File: src/rtl/debug_run_status_pkg.sv
package debug_run_status_pkg;

    // Register byte addresses
    localparam logic [11:0] STATUS_OFFSET  = 12'h000;
    localparam logic [11:0] CONTROL_OFFSET = 12'h004;
    localparam logic [11:0] IRQ_STAT_OFFSET = 12'h008;
    localparam logic [11:0] IRQ_MASK_OFFSET = 12'h00c;

    // Status register fields
    localparam int HIT_ONE_BIT   = 7;
    localparam int HIT_TWO_BIT   = 6;
    localparam int RUN_FLAG_BIT  = 5;
    localparam int SPARE_BIT     = 4;
    localparam int COUNT_MSB     = 3;

    // Control register fields
    localparam int ENABLE_BIT    = 7;
    localparam int ARM_BIT       = 6;
    localparam int BEGIN_BIT     = 0;

    // Interrupt status and mask fields
    localparam int IRQ_HIT_ONE   = 0;
    localparam int IRQ_HIT_TWO   = 1;
    localparam int IRQ_RUN_END   = 2;
    localparam int IRQ_WIDTH     = 3;

    // Reset values
    localparam logic [7:0] CONTROL_RESET = 8'h00;
    localparam logic [3:0] COUNT_RESET   = 4'h0;
    localparam logic [2:0] MASK_RESET    = 3'h0;

    // Capture depth
    localparam int FIFO_DEPTH    = 8;

    typedef enum logic [1:0] {
        IDLE    = 2'b01,
        RUNNING = 2'b10
    } run_state_t;

endpackage

File: src/rtl/run_status_flags.sv
`timescale 1ns/10ps
`default_nettype none
// Sticky hit flags and captured count of one debug run
module run_status_flags
    import debug_run_status_pkg::*;
#(
    parameter int COUNT_W = 4
) (
    // Clock and reset
    input  wire logic               pclk,
    input  wire logic               presetn,
    // Run framing
    input  wire logic               run_start,
    input  wire logic               run_end,
    input  wire logic               running,
    // Events
    input  wire logic               match_one,
    input  wire logic               match_two,
    input  wire logic [COUNT_W-1:0] fifo_level,
    // Status
    output logic                    hit_one_q,
    output logic                    hit_two_q,
    output logic [COUNT_W-1:0]      count_q
);

    logic               hit_one_d;
    logic               hit_two_d;
    logic [COUNT_W-1:0] count_d;

    assign hit_one_d = run_start ? 1'b0 : (hit_one_q | (running & match_one));
    assign hit_two_d = run_start ? 1'b0 : (hit_two_q | (running & match_two));
    // count held, reads do not touch it
    assign count_d   = run_start ? COUNT_W'(0) : (run_end ? fifo_level : count_q);

    always_ff @(posedge pclk or negedge presetn) begin
        if (!presetn) begin
            hit_one_q <= 1'b0;
            hit_two_q <= 1'b0;
            count_q   <= COUNT_W'(COUNT_RESET);
        end else begin
            hit_one_q <= hit_one_d;
            hit_two_q <= hit_two_d;
            count_q   <= count_d;
        end
    end
endmodule
`default_nettype wire

File: src/rtl/debug_run_status.sv
`timescale 1ns/10ps
`default_nettype none
module debug_run_status
    import debug_run_status_pkg::*;
#(
    parameter int COUNT_W = 4
) (
    // Clock and reset
    input  wire logic               pclk,
    input  wire logic               presetn,
    // APB slave
    input  wire logic               psel,
    input  wire logic               penable,
    input  wire logic               pwrite,
    input  wire logic [11:0]        paddr,
    input  wire logic [31:0]        pwdata,
    output logic [31:0]             prdata,
    output logic                    pready,
    output logic                    pslverr,
    // Debug unit events
    input  wire logic               match_one,
    input  wire logic               match_two,
    input  wire logic               trigger_event,
    input  wire logic               fifo_full,
    input  wire logic [COUNT_W-1:0] fifo_level,
    // Control and status to the debug unit
    output logic                    run_active,
    output logic                    irq
);
    import debug_run_status_pkg::*;

    run_state_t          state_q;
    run_state_t          state_d;
    logic [7:0]          ctrl_q;
    logic [7:0]          ctrl_d;
    logic [IRQ_WIDTH-1:0] istat_q;
    logic [IRQ_WIDTH-1:0] istat_d;
    logic [IRQ_WIDTH-1:0] imask_q;
    logic [31:0]         prdata_d;
    logic                hit_one;
    logic                hit_two;
    logic [COUNT_W-1:0]  count;

    // Decode
    wire access     = psel & penable;
    wire wr_en      = access & pwrite;
    wire rd_en      = access & ~pwrite;
    wire hit_status = paddr == STATUS_OFFSET;
    wire hit_ctrl   = paddr == CONTROL_OFFSET;
    wire hit_istat  = paddr == IRQ_STAT_OFFSET;
    wire hit_imask  = paddr == IRQ_MASK_OFFSET;
    wire mapped     = hit_status | hit_ctrl | hit_istat | hit_imask;
    wire ctrl_wr    = wr_en & hit_ctrl;
    wire enabled    = ctrl_q[ENABLE_BIT];
    wire armed      = ctrl_q[ARM_BIT];
    wire begin_mode = ctrl_q[BEGIN_BIT];
    wire running    = state_q == RUNNING;

    // write setting both enable and arm starts a run when idle
    wire arm_req    = ctrl_wr & pwdata[ENABLE_BIT] & pwdata[ARM_BIT] & ~running;
    wire run_start  = arm_req;
    wire run_done   = running & (begin_mode ? fifo_full : trigger_event);
    wire run_abort  = running & ctrl_wr & ~(pwdata[ENABLE_BIT] & pwdata[ARM_BIT]);
    wire run_end    = run_done | run_abort;

    // State machine
    always_comb begin
        state_d = state_q;
        case (state_q)
            IDLE: begin
                if (run_start) begin
                    state_d = RUNNING;
                end
            end
            RUNNING: begin
                if (run_end) begin
                    state_d = IDLE;
                end
            end
            default: begin
                state_d = IDLE;
            end
        endcase
    end

    // Arm bit cleared by hardware when the run completes
    always_comb begin
        ctrl_d = ctrl_q;
        if (ctrl_wr) begin
            ctrl_d = pwdata[7:0];
            ctrl_d[ARM_BIT] = pwdata[ARM_BIT] & pwdata[ENABLE_BIT];
        end
        // A control write in the completion cycle must not keep the arm bit alive
        if (run_done) begin
            ctrl_d[ARM_BIT] = 1'b0;
        end
    end

    // Events set sticky bits; set wins over the read clear
    wire [IRQ_WIDTH-1:0] ev = {run_end, running & match_two, running & match_one};
    wire istat_rd = rd_en & hit_istat;
    // Clear only what the setup cycle reported, so an event landing in between is kept
    assign istat_d = (istat_rd ? (istat_q & ~prdata[IRQ_WIDTH-1:0]) : istat_q) | ev;

    wire [7:0] status_byte = {hit_one, hit_two, enabled & armed, 1'b0, count};

    // status register has no write path
    always_comb begin
        prdata_d = 32'h0000_0000;
        if (hit_status) begin
            prdata_d = {24'h00_0000, status_byte};
        end else if (hit_ctrl) begin
            prdata_d = {24'h00_0000, ctrl_q};
        end else if (hit_istat) begin
            prdata_d = {29'h0000_0000, istat_q};
        end else if (hit_imask) begin
            prdata_d = {29'h0000_0000, imask_q};
        end
    end

    always_ff @(posedge pclk or negedge presetn) begin
        if (!presetn) begin
            state_q <= IDLE;
            ctrl_q  <= CONTROL_RESET;
            istat_q <= {IRQ_WIDTH{1'b0}};
            imask_q <= MASK_RESET;
        end else begin
            state_q <= state_d;
            ctrl_q  <= ctrl_d;
            istat_q <= istat_d;
            if (wr_en && hit_imask) begin
                imask_q <= pwdata[IRQ_WIDTH-1:0];
            end
        end
    end

    // Answer in the first access cycle; read data registered at setup
    always_ff @(posedge pclk or negedge presetn) begin
        if (!presetn) begin
            prdata     <= 32'h0000_0000;
            pready     <= 1'b0;
            pslverr    <= 1'b0;
            run_active <= 1'b0;
            irq        <= 1'b0;
        end else begin
            pready     <= psel & ~penable;
            pslverr    <= psel & ~penable & ~mapped;
            if (psel && !penable && !pwrite) begin
                prdata <= prdata_d;
            end
            run_active <= state_d == RUNNING;
            irq        <= |(istat_d & imask_q);
        end
    end

    run_status_flags #(
        .COUNT_W   (COUNT_W)
    ) u_flags (
        .pclk       (pclk),
        .presetn    (presetn),
        .run_start  (run_start),
        .run_end    (run_end),
        .running    (running),
        .match_one  (match_one),
        .match_two  (match_two),
        .fifo_level (fifo_level),
        .hit_one_q  (hit_one),
        .hit_two_q  (hit_two),
        .count_q    (count)
    );
endmodule
`default_nettype wire

File: config.mk
export PLATFORM = sky130hd
export DESIGN_NAME = debug_run_status
export DESIGN_NICKNAME = d
export VERILOG_FILES = /design/src/rtl/debug_run_status_pkg.sv /design/src/rtl/run_status_flags.sv /design/src/rtl/debug_run_status.sv
export SDC_FILE = /design/constraint.sdc
export NUM_CORES = 1
export LEC_CHECK = 0
export BUFFER_PORTS_ARGS = -buffer_cell sky130_fd_sc_hd__buf_2
export CORE_ASPECT_RATIO = 0.5
export CORE_UTILIZATION = 49
export CTS_CLUSTER_DIAMETER = 40
export DETAILED_ROUTE_END_ITERATION = 16
export PLACE_DENSITY = 0.83
export SLEW_MARGIN = 20
export SYNTH_ARGS = -nofsm -noshare
export SYNTH_HDL_FRONTEND = slang
export SYNTH_SLANG_ARGS = --single-unit
File: constraint.sdc
create_clock -name pclk -period 5.5 [get_ports pclk]
set_clock_uncertainty 0.05 [all_clocks]
set_input_delay 1.65 -clock pclk [delete_from_list [all_inputs] [get_ports pclk]]
set_output_delay 1.65 -clock pclk [all_outputs]
set_load 0.1 [all_outputs]
Word-level counts from Yosys, hierarchy flattened:

Cells that the tools add are included.

* reductions and logical operators: 9
* eq/ne operators: 6
* muxes and demuxes: 15
* bitwise operators: 32

Operators with widths (count)
* 12-bit by 4-bit equality test with 1-bit output (second input constant): 2
* 1-bit bitwise AND: 17
* 8-bit two-way mux: 2
* 12-bit by 3-bit equality test with 1-bit output (second input constant): 1
* 12-bit logical NOT: 1
* 3-bit two-way mux: 3
* 4-bit two-way mux: 2
* 7-bit two-way mux: 1
* 3-bit bitwise AND: 2
* 1-bit bitwise OR: 6
* 1-bit NOT: 5
* 2-bit equality test (second input constant): 2
* 1-bit two-way mux: 4
* 2-bit two-way mux: 2
* 2-bit case mux with 2 select lines: 1
* 2-bit nonzero test: 2
* 1-bit logical AND: 3
* 3-bit NOT: 1
* 3-bit bitwise OR: 1
* 3-bit OR reduction: 1
* 2-bit by 1-bit equality test with 1-bit output (second input constant): 1
* 1-bit logical NOT: 2

* output and inout bits: 36
* bits of input ports: 57
* logic and storage cells: 75
* bits in registers: 58

Depth between registers and ports, before layout:

Gate-level depths: netlist of run 1.

* depth after elaboration: 9
* depth in mapped cells: 7
* mapped depth without buffers: 6

Hierarchy:

From an unflattened synthesis of run 1, not the netlist that was laid out.

* cells, all modules: 170
* area, all modules: 1810.5 µm²

By module, submodules not included
* debug_run_status: cells an instance 151, sequential area each 701.9 µm², area an instance 1582.8 µm², times used 1
* run_status_flags: cells an instance 19, sequential area each 150.1 µm², area an instance 227.7 µm², times used 1

Least setup slack after synthesis of run 1:

Ideal clock, no wire load.

* path type: in2reg
* from: input port paddr[5]
* to: register irq
* path slack: 2.467 ns
* buffers on the path: 1
* setup time: 0.126 ns
* required time: 5.324 ns
* stages on the path: 6
* arrival: 2.857 ns
* cell sequence: nor4_2 -> and3_1 -> buf_2 -> a41oi_1 -> and2_1 -> a221o_1

* elaborated cells on any way between the ends: 11
* classes of those cells: eq/ne (2); mux (1); bitwise (7); reduce/logical (1)

RTL lines
* start, declared: line debug_run_status.sv:15 `input wire logic [11:0] paddr,`
* 12-bit by 4-bit equality test with 1-bit output: line debug_run_status.sv:50 `wire hit_istat = paddr == IRQ_STAT_OFFSET;`
* 1-bit bitwise AND: line debug_run_status.sv:101 `wire istat_rd = rd_en & hit_istat;`
* 3-bit two-way mux: line debug_run_status.sv:103 `assign istat_d = (istat_rd ? (istat_q & ~prdata[IRQ_WIDTH-1:0]) : istat_q) | ev;`
* 3-bit bitwise OR: line debug_run_status.sv:103
* named net istat_d[0]: line debug_run_status.sv:37 `logic [IRQ_WIDTH-1:0] istat_d;`
* 3-bit bitwise AND: line debug_run_status.sv:152 `irq <= |(istat_d & imask_q);`
* 3-bit OR reduction: line debug_run_status.sv:152
* end signal, assigned: line debug_run_status.sv:152
* end, declared: line debug_run_status.sv:28 `output logic irq`

The timed path passes the listed nets, and every way through them passes these cells.
A chain may end at the register's enable or synchronous reset.

Final worst setup path of run 1:

* from: input port paddr[2]
* to: register irq

* longest elaborated chain between the ends: 8
* elaborated cells on any way between the ends: 11
* classes of those cells: eq/ne (2); mux (1); bitwise (7); reduce/logical (1)

RTL lines
* 12-bit by 3-bit equality test with 1-bit output: line debug_run_status.sv:49 `wire hit_ctrl = paddr == CONTROL_OFFSET;`
* 1-bit bitwise AND: line debug_run_status.sv:53 `wire ctrl_wr = wr_en & hit_ctrl;`
* 1-bit bitwise AND (2 in a row): line debug_run_status.sv:63 `wire run_abort = running & ctrl_wr & ~(pwdata[ENABLE_BIT] & pwdata[ARM_BIT]);`
* 1-bit bitwise OR: line debug_run_status.sv:64 `wire run_end = run_done | run_abort;`
* 3-bit bitwise OR (*): line debug_run_status.sv:103
* named net istat_d[2]: line debug_run_status.sv:37
* 3-bit bitwise AND (*): line debug_run_status.sv:152
* 3-bit OR reduction (*): line debug_run_status.sv:152

Mark *: on every way through the listed nets, which the timed path passes. The rest lies on a longest branch.

==> reports/qor.yml, run 1 <==
synth.avg_cell_area_sq_um: 10.0
hp-class: "reg2reg"
grt_pass1_wl_um: 5660
clkSinkCount: 34
cts_resized: 0
holdBufCountCts: 0
end_kind: "flip-flop"
drv_slew: 0
start_kind: "input port"
p_int_mw: 0.365
async_flop_share_pct: 100
grt_overflow: 0
setup_slack_ns: 2.39
place_ws_ns: 2.11
mostFrequentLayoutCell: "buf_2"
synth_area_sq_um: 1830
slew_headroom_pct: 50.7
final_cell_mix: "44 x buf_2, 41 x nand2_1, 33 x dfrtp_1"
cts_root_buffer: "clkbuf_8"
final_layout_size_suffix_gt1_share_pct: 26.9
cts_max_level: 2
drtAntennaViolNets: 0
track_usage_pct: 19.6
max_freq_mhz: 321
seq_power_share_pct: 47.2
synthFlopType: "dfrtp_1"
path_max_fanout: 12
drcViolationCount: 0
swShare_pct: 34.1
switchingPower_mw: 0.189
nNetsFinal: 286
dp_hpwl_um: 2670
yosysWarnings: 0
rsz0062_at_grt: "false"
wire_per_inst_um: 12.5
num_rows: 15
initial_utilization_pct: 52.2
numCtsBuffers: 5
setup_violations: 0
report.power.total_mw: 0.553
synth_seq_cells: 34
crit_type: "in2reg"
cts_buffer_depth: 2
run_status: "completed"
setup-tns-final_ns: 0
final_hold_viol_count: 0
ioPinCount: 93
area_delta_synth_final_pct: 12.8
critPathRequiredTime_ns: 5.61
ir_drop_mv: 0.0941
first_pass_iters: 4
clock_power_share_pct: 30.5
vias_per_cell: 4.83
die_x_um: 88.5
period_share_pct: 56.6
synthCells: 183
powerDensity_nw_per_um2: 268
clock_latency_ns: 0.28
drtIter0Drc: 115
gp_congestion: 0.822
cts_tree: "yes"
grt_max_degree: 35
cap_violations: 0
grt_antenna_before_repair: 0
antenna_cells: 0
core_area_sq_um: 3510
cts_setup_buffers: 0
pwr-share-comb_pct: 22.3
portBuffers: 44
p_leak_nw: 1.12
die_h_um: 45.2
multiInputGateArea_sq_um: 835
nFillCells: 296
period_needed_ns: 3.11
vias: 1343
final-seq-area_sq_um: 852
synthDistinctLibCells: 38
grt_pass1_vias: 1210
drt-total-wl_um: 3480
die_area_sq_um: 4000
clkTransAtPathRegs_ns: 0.06
synth_edf_count: 0
synth_seq_area_share_pct: 46.5
worstMarginPinSlew_ns: 0.739
cp_data_arrival_time_ns: 3.22
[routing by layer]
| metal | GRT usage, % | share of wire [%] |
|---|---|---|
| met1 | 27.6 | 48 |
| met2 | 30.2 | 46 |
| met3 | 4.94 | 5.4 |
| met4 | 6.13 | 0.60 |
| met5 | 0 | 0 |
[Yosys cell counts, types with 2 or more instances]
cell type | instances | area, sq um
clkbuf_1 | 3 | 11.3
and2_1 | 3 | 18.8
nor4_2 | 2 | 25.0
mux4_1 | 3 | 78.8
mux2i_1 | 8 | 80.1
mux2_2 | 3 | 33.8
ha_1 | 2 | 25.0
nor3_1 | 2 | 10.0
nand3_1 | 3 | 15.0
inv_1 | 5 | 18.8
dfrtp_1 | 33 | 826
nor2b_1 | 2 | 12.5
nand2_1 | 41 | 154
nor2_1 | 8 | 30.0
a211oi_1 | 2 | 15.0
o21ai_0 | 10 | 50.1
buf_2 | 2 | 10.0
buf_4 | 24 | 180
a21oi_1 | 6 | 30.0
and3_1 | 3 | 18.8
[sequential cells by signal (all words and copies together) (netlist names)]
signal,cells
ctrl_q,8
prdata,8
u_flags.count_q,4
imask_q,3
istat_q,3
state_q,2
irq,1
pready,1
pslverr,1
run_active,1
u_flags.hit_one_q,1
u_flags.hit_two_q,1
[through the flow]
stage | cell area, sq um | instances | util (%) | hold slack [ns]
floorplan | 1920 | 206 | - | 0.380
global placement | 1990 | 271 | 56.7 | 0.397
detailed placement | 1990 | 271 | 56.7 | 0.407
CTS | 2070 | 278 | 58.9 | 0.422
global route | 2070 | 278 | 58.9 | 0.450
finish | 2070 | 278 | 58.9 | 0.418
[power by group through the flow]
stage	registers (mW)	clock network [mW]	logic [mW]
after floorplan	0.271	0	0.107
after global placement	0.265	0	0.121
after detailed placement	0.266	0	0.124
after CTS	0.261	0.171	0.124
after global routing	0.261	0.182	0.131
final	0.261	0.169	0.123
[area by class of cell]
type,count,share of cell area [%]
repair buffers,44,10.7
clock buffers,7,3.69
inverters,5,0.909
well taps,51,3.09
multi-input cells,137,40.4
flip-flops and latches,34,41.2
[logic make-up (layout without fill, tap and decap cells)]
group | count (synthesis) | after routing | share of synthesized area (%)
adder cells (fa/ha/maj) | 2 | 2 | 1.37
flip-flops | 34 | 34 | 46.5
buffers and inverters | 35 | 56 | 12.6
AND/OR/NAND/NOR | 74 | 74 | 20.5
multiplexers | 14 | 14 | 10.5
other | 1 | 24 | 0.205
AO/OA/AOI/OAI | 23 | 23 | 8.27
[critical path: stages]
cell and delay (ns):
buf_2 0.20, and3b_1 0.22, and4_1 0.34, a31oi_4 0.40, o21ai_2 0.11, a221o_1 0.30
[path summary, 6_finish.rpt]
kind	depth (start not counted)	from	slack [ns]	end
max in group asynchronous	1	presetn	3.54	istat_q[2]
hold / removal	2	ctrl_q[3]	0.42	ctrl_q[3]
hold reg to reg	2	ctrl_q[3]	0.42	ctrl_q[3]
setup / recovery	6	paddr[2]	2.39	irq
setup reg to reg	6	state_q[0]	3.41	irq
min in group asynchronous	1	presetn	1.38	ctrl_q[5]
No activity file was read; power rests on OpenSTA's default activity.
==> run 2: changes to the inputs <==
--- a/config.mk
+++ b/config.mk
@@ -7,10 +7,10 @@
 export LEC_CHECK = 0
 export BUFFER_PORTS_ARGS = -buffer_cell sky130_fd_sc_hd__buf_2
 export CORE_ASPECT_RATIO = 0.5
-export CORE_UTILIZATION = 49
+export CORE_UTILIZATION = 45
 export CTS_CLUSTER_DIAMETER = 40
 export DETAILED_ROUTE_END_ITERATION = 16
-export PLACE_DENSITY = 0.83
+export PLACE_DENSITY = 0.77
 export SLEW_MARGIN = 20
 export SYNTH_ARGS = -nofsm -noshare
 export SYNTH_HDL_FRONTEND = slang
==> constraint.sdc (replaced) <==
create_clock -name pclk -period 2.9 [get_ports pclk]
set_clock_uncertainty 0.05 [all_clocks]
set_input_delay 0.87 -clock pclk [delete_from_list [all_inputs] [get_ports pclk]]
set_output_delay 0.87 -clock pclk [all_outputs]
set_load 0.1 [all_outputs]
==> run 2 against run 1 <==
First-iteration DRC count fell by 22%. Via count rose by 2.8%. Critical path depth did not move. Combinational power rose by 92%. Total power rose by 97%. Final cell count up 0.36%.
==> reports/qor.yml, run 2 (same netlist as run 1, synthesis figures left out) <==
run_status: "completed"
cts_max_level: 2  # unchanged
worstReg2RegStart: "state_q[0]"
first_pass_iters: 4  # unchanged
core_area_sq_um: 3660  # +4.3%
end_kind: "flip-flop"
final_hold_viol_count: 0  # unchanged
initial_utilization_pct: 50.1  # -2.1 points
crit_chain: "buf_2, and3b_1, and4_1, a31oi_4, o21ai_2, a221o_1"
dp_cells: 271  # unchanged
report.power.total_mw: 1.09  # +97%
max_freq_mhz: 432
cap_violations: 0  # unchanged
clock_latency_ns: 0.28  # about the same
cts_root_buffer: "clkbuf_8"
wire_per_inst_um: 12.9  # +2.8%
drcViolationCount: 0  # unchanged
cp_data_arrival_time_ns: 2.44  # -0.78 ns
mostFrequentLayoutCell: "buf_2"
final_layout_size_suffix_gt1_share_pct: 27.2  # +0.32 points
slew_headroom_pct: 51.9  # +1.2 points
numCtsBuffers: 5  # unchanged
cp_top_family: "compound AO/OA/AOI/OAI gates"
die_area_sq_um: 4350  # +8.6%
gp_congestion: 0.804  # -2.2%
vias: 1380  # +2.8%
holdBufCountCts: 0  # unchanged
drtAntennaViolNets: 0  # unchanged
critPathRequiredTime_ns: 3.02  # -2.59 ns
start_kind: "input port"
dp_hpwl_um: 2800  # +4.9%
grt_overflow: 0  # unchanged
drt-total-wl_um: 3590  # +3.2%
final-seq-area_sq_um: 852  # unchanged
grt_pass1_vias: 1256  # +3.8%
startpoint: "paddr[2]"
multiInputGateArea_sq_um: 835  # unchanged
min_from: "ctrl_q[1]"
ioPinCount: 93  # unchanged
cts_setup_buffers: 0  # unchanged
powerDensity_nw_per_um2: 524  # +96%
area_delta_synth_final_pct: 13.5
period_share_pct: 79.9
nFillCells: 322  # +8.8%
final_cell_mix: "44 x buf_2, 41 x nand2_1, 33 x dfrtp_1"
grt_pass1_wl_um: 5690  # +0.60%
ir_drop_mv: 0.223  # +140%
critPathSlowestCell: "a31oi_4"
grt_max_degree: 35  # unchanged
num_rows: 15  # unchanged
top_regs: "ctrl_q: 8 flops, prdata: 8 flops, u_flags.count_q: 4 flops"
vias_per_cell: 4.95  # +2.4%
die_x_um: 92.2  # +4.3%
setup_violations: 0  # unchanged
cts_tree: "yes"
track_usage_pct: 18.2  # -1.4 points
setup-tns-final_ns: 0  # unchanged
drv_slew: 0  # unchanged
die_h_um: 47.1  # +4.2%
hp-class: "reg2reg"
worstMarginPinSlew_ns: 0.722  # -0.0173 ns
portBuffers: 44  # unchanged
period_needed_ns: 2.32
cts_buffer_depth: 2  # unchanged
path_max_fanout: 12  # unchanged
cts_resized: 0  # unchanged
cpPeakStageDelay_ns: 0.39  # about the same
fin_cells: 279  # +0.36%
antenna_cells: 0  # unchanged
p_leak_nw: 1.12  # +0.64%
clkSinkCount: 34  # unchanged
clkTransAtPathRegs_ns: 0.07  # about the same
crit_type: "in2reg"
grt_antenna_before_repair: 0  # unchanged
nNetsFinal: 286  # unchanged
rsz0062_at_grt: "false"
drtIter0Drc: 90  # -22%
cp_num_buf_inv: 1  # unchanged
run 2: final cells by class:
cell class                      count  area share, %
Sequential cell                    34           41.0
Inverter                            5          0.903
Clock buffer                        8           4.33
Multi-Input combinational cell    137           40.1
Timing Repair Buffer               44           10.6
Tap cell                           51           3.07
run 2: worst paths after layout:
| path | endpoint | slack [ns] | cells past startpoint |
|---|---|---|---|
| worst max-delay path | irq | 0.58 | 6 |
| worst min-delay path | ctrl_q[1] | 0.42 | 2 |
| worst max register to register | irq | 0.82 | 6 |
| worst min register to register | ctrl_q[1] | 0.42 | 2 |
| max in group asynchronous | prdata[3] | 1.75 | 1 |
| min in group asynchronous | imask_q[1] | 0.58 | 1 |
run 2: stage by stage:
| stage | hold slack (ns) | cell area [sq um] | worst slack, ns | utilization [%] |
|---|---|---|---|---|
| 4_1_cts | 0.420 | 2080 | 0.595 | 56.8 |
| 2_1_floorplan | 0.380 | 1920 | 0.647 | - |
| 3_3_place_gp | 0.396 | 1990 | 0.297 | 54.4 |
| 3_5_place_dp | 0.405 | 1990 | 0.296 | 54.4 |
| 5_1_grt | 0.435 | 2080 | 0.484 | 56.8 |
| 6_report | 0.418 | 2080 | 0.583 | 56.8 |
run 2: worst register-to-register path: cells and delay by family, from the launching register on:
kind,cells,cell delay [ns]
buffers and inverters,1,0.05
AO/OA/AOI/OAI,3,0.73
adder cells (fa/ha/maj),1,0.35
flip-flops,1,0.56
AND/OR/NAND/NOR,1,0.25
run 2: per-layer routing:
| metal | vias to the layer above | share of wire [%] | GRT usage, % |
|---|---|---|---|
| li1 | 665 | - | - |
| met1 | 652 | 46 | 22.6 |
| met2 | 58 | 46 | 31.0 |
| met3 | 5 | 7.1 | 5.34 |
| met4 | 0 | 1.0 | 7.81 |
| met5 | - | 0 | 0 |
run 2: where the power goes:
group          switching [mW]  internal [mW]  leakage [nW]
clock network           0.166          0.194        0.0455
logic                   0.197         0.0385         0.625
registers             0.00747          0.488         0.454
total                   0.370          0.720          1.12
==> run 3: changes to the inputs <==
--- a/config.mk
+++ b/config.mk
@@ -7,10 +7,10 @@
 export LEC_CHECK = 0
 export BUFFER_PORTS_ARGS = -buffer_cell sky130_fd_sc_hd__buf_2
 export CORE_ASPECT_RATIO = 0.5
-export CORE_UTILIZATION = 45
+export CORE_UTILIZATION = 41
 export CTS_CLUSTER_DIAMETER = 40
 export DETAILED_ROUTE_END_ITERATION = 16
-export PLACE_DENSITY = 0.77
+export PLACE_DENSITY = 0.74
 export SLEW_MARGIN = 20
 export SYNTH_ARGS = -nofsm -noshare
 export SYNTH_HDL_FRONTEND = slang
==> constraint.sdc (replaced) <==
create_clock -name pclk -period 1.9 [get_ports pclk]
set_clock_uncertainty 0.05 [all_clocks]
set_input_delay 0.57 -clock pclk [delete_from_list [all_inputs] [get_ports pclk]]
set_output_delay 0.57 -clock pclk [all_outputs]
set_load 0.1 [all_outputs]
==> run 3 against run 2 <==
Count of clock-buffer cells in the layout unchanged. Global-route usage increased by 0.065 points. Via count grew 2.7%. Hold slack got worse by 0.18 ns. Wire length increased by 4.1%. Die area up 9.4%. Critical endpoint unchanged. Largest power group unchanged. Highest routed layer unchanged.
==> reports/qor.yml, run 3 (same netlist as run 1, synthesis figures left out) <==
ir_drop_mv: 0.348  # +56%
die_area_sq_um: 4760  # +9.4%
start_kind: "flip-flop"
clkSinkCount: 34  # unchanged
gp_congestion: 0.825  # +2.6%
vias: 1417  # +2.7%
swShare_pct: 34.6  # +0.65 points
pwr-share-comb_pct: 22.9  # +1.3 points
cts_max_level: 2  # unchanged
cts_root_buffer: "clkbuf_8"
period_share_pct: 94.7
top_regs: "ctrl_q: 8 flops, prdata: 8 flops, u_flags.count_q: 4 flops"
final_cell_mix: "44 x buf_2, 41 x nand2_1, 33 x dfrtp_1"
drv_slew: 0  # unchanged
max_freq_mhz: 556
clkTransAtPathRegs_ns: 0.07  # about the same
drcViolationCount: 0  # unchanged
core_area_sq_um: 4080  # +12%
critPathRequiredTime_ns: 2.02  # -1.00 ns
dp_hpwl_um: 2910  # +3.7%
track_usage_pct: 18.2  # +0.065 points
fin_cells: 302  # +8.2%
cap_violations: 0  # unchanged
hp-class: "in2async"
ioPinCount: 93  # unchanged
run_status: "completed"
grt_overflow: 0  # unchanged
antenna_cells: 0  # unchanged
wire_per_inst_um: 12.4  # -3.8%
grt_antenna_before_repair: 0  # unchanged
nNetsFinal: 306  # +7.0%
final_hold_viol_count: 0  # unchanged
worstReg2RegStart: "state_q[0]"
seq_power_share_pct: 45.8  # +0.4 points
numCtsBuffers: 5  # unchanged
first_pass_iters: 4  # unchanged
portBuffers: 44  # unchanged
final_layout_size_suffix_gt1_share_pct: 33.9  # +6.7 points
mostFrequentLayoutCell: "buf_2"
cts_buffer_depth: 2  # unchanged
p_int_mw: 1.08  # +50%
dp_cells: 291  # +7.4%
clock_latency_ns: 0.29  # about the same
cts_tree: "yes"
p_leak_nw: 1.22  # +8.9%
r2r_end: "irq"
drtIter0Drc: 64  # -29%
crit_type: "reg2reg"
setup_violations: 0  # unchanged
switchingPower_mw: 0.570  # +54%
clock_power_share_pct: 31.3  # -1.7 points
startpoint: "state_q[0]"
drtAntennaViolNets: 0  # unchanged
crit_path_end: "irq"
area_delta_synth_final_pct: 23.2
num_rows: 16  # +1
vias_per_cell: 4.69  # -5.1%
grt_pass1_wl_um: 6340  # +11%
cp_data_arrival_time_ns: 1.92  # -0.52 ns
final_core_util_pct: 55.3  # -1.6 points
period_needed_ns: 1.80
r2r_slack_ns: 0.10  # -0.72 ns
drt-total-wl_um: 3740  # +4.1%
rsz0062_at_grt: "false"
die_x_um: 96.5  # +4.7%
initial_utilization_pct: 44.9  # -5.2 points
path_max_fanout: 5  # -7
die_h_um: 49.3  # +4.6%
grt_max_degree: 35  # unchanged
whs_ns: 0.242  # -0.177 ns
end_kind: "flip-flop"
rr_worst_depth: 6  # unchanged
grt_pass1_vias: 1325  # +5.5%
powerDensity_nw_per_um2: 730  # +39%
==> run 3: power by group through the flow <==
stage	logic [mW]	registers, mW	clock network, mW
2_1_floorplan	0.311	0.784	0
4_1_cts	0.375	0.756	0.525
5_1_grt	0.402	0.758	0.568
3_3_place_gp	0.367	0.768	0
3_5_place_dp	0.376	0.769	0
6_report	0.377	0.755	0.515
==> run 3: layout make-up <==
type	count	area [sq um]
clock buffer	8	80.1
multi-input combinational	137	852
tap	54	67.6
fill	365	1830
timing repair buffer	64	387
inverter	5	18.8
sequential	34	852
==> run 3: timing repair <==
| action | 4_1_cts | 5_1_grt |
|---|---|---|
| hold buffers | 0 | 0 |
| setup endpoints to repair | 0 | 1 |
| setup buffers | 0 | 3 |
| resized for setup | 0 | 3 |
==> run 3: critical path, stage by stage (launching register included) <==
cell	delay (ns)
dfstp_2	0.55
inv_1	0.05
ha_2	0.19
nor2b_1	0.16
a31oi_4	0.27
o21ai_2	0.10
a221o_1	0.30
==> run 3: worst min-delay path by stage <==
stage,from,endpoint,slack (ns),cells past startpoint
finish,presetn,prdata[1],0.24,2
floorplan,presetn,ctrl_q[0],0.22,0
CTS,presetn,prdata[1],0.26,2
global route,presetn,imask_q[2],0.29,2
detailed placement,ctrl_q[1],ctrl_q[1],0.40,2
global placement,ctrl_q[1],ctrl_q[1],0.40,2
==> run 3: layer usage <==
layer	up-vias	routed length (um)	track usage (%)
met3	2	275	6.07
met4	0	27	5.39
met5	-	0	0
li1	703	-	-
met1	648	1760	26.1
met2	64	1680	26.1
==> run 3: stage by stage <==
step / cell area (sq um) / power (mW) / setup slack, ns / setup TNS, ns
5_1_grt: 2260 / 1.73 / 0.00514 / 0
4_1_cts: 2210 / 1.66 / 0.0300 / 0
2_1_floorplan: 1940 / 1.09 / -0.00464 / -0.00464
6_report: 2260 / 1.65 / 0.100 / 0
3_5_place_dp: 2130 / 1.14 / -0.184 / -3.55
3_3_place_gp: 2130 / 1.14 / -0.182 / -2.91
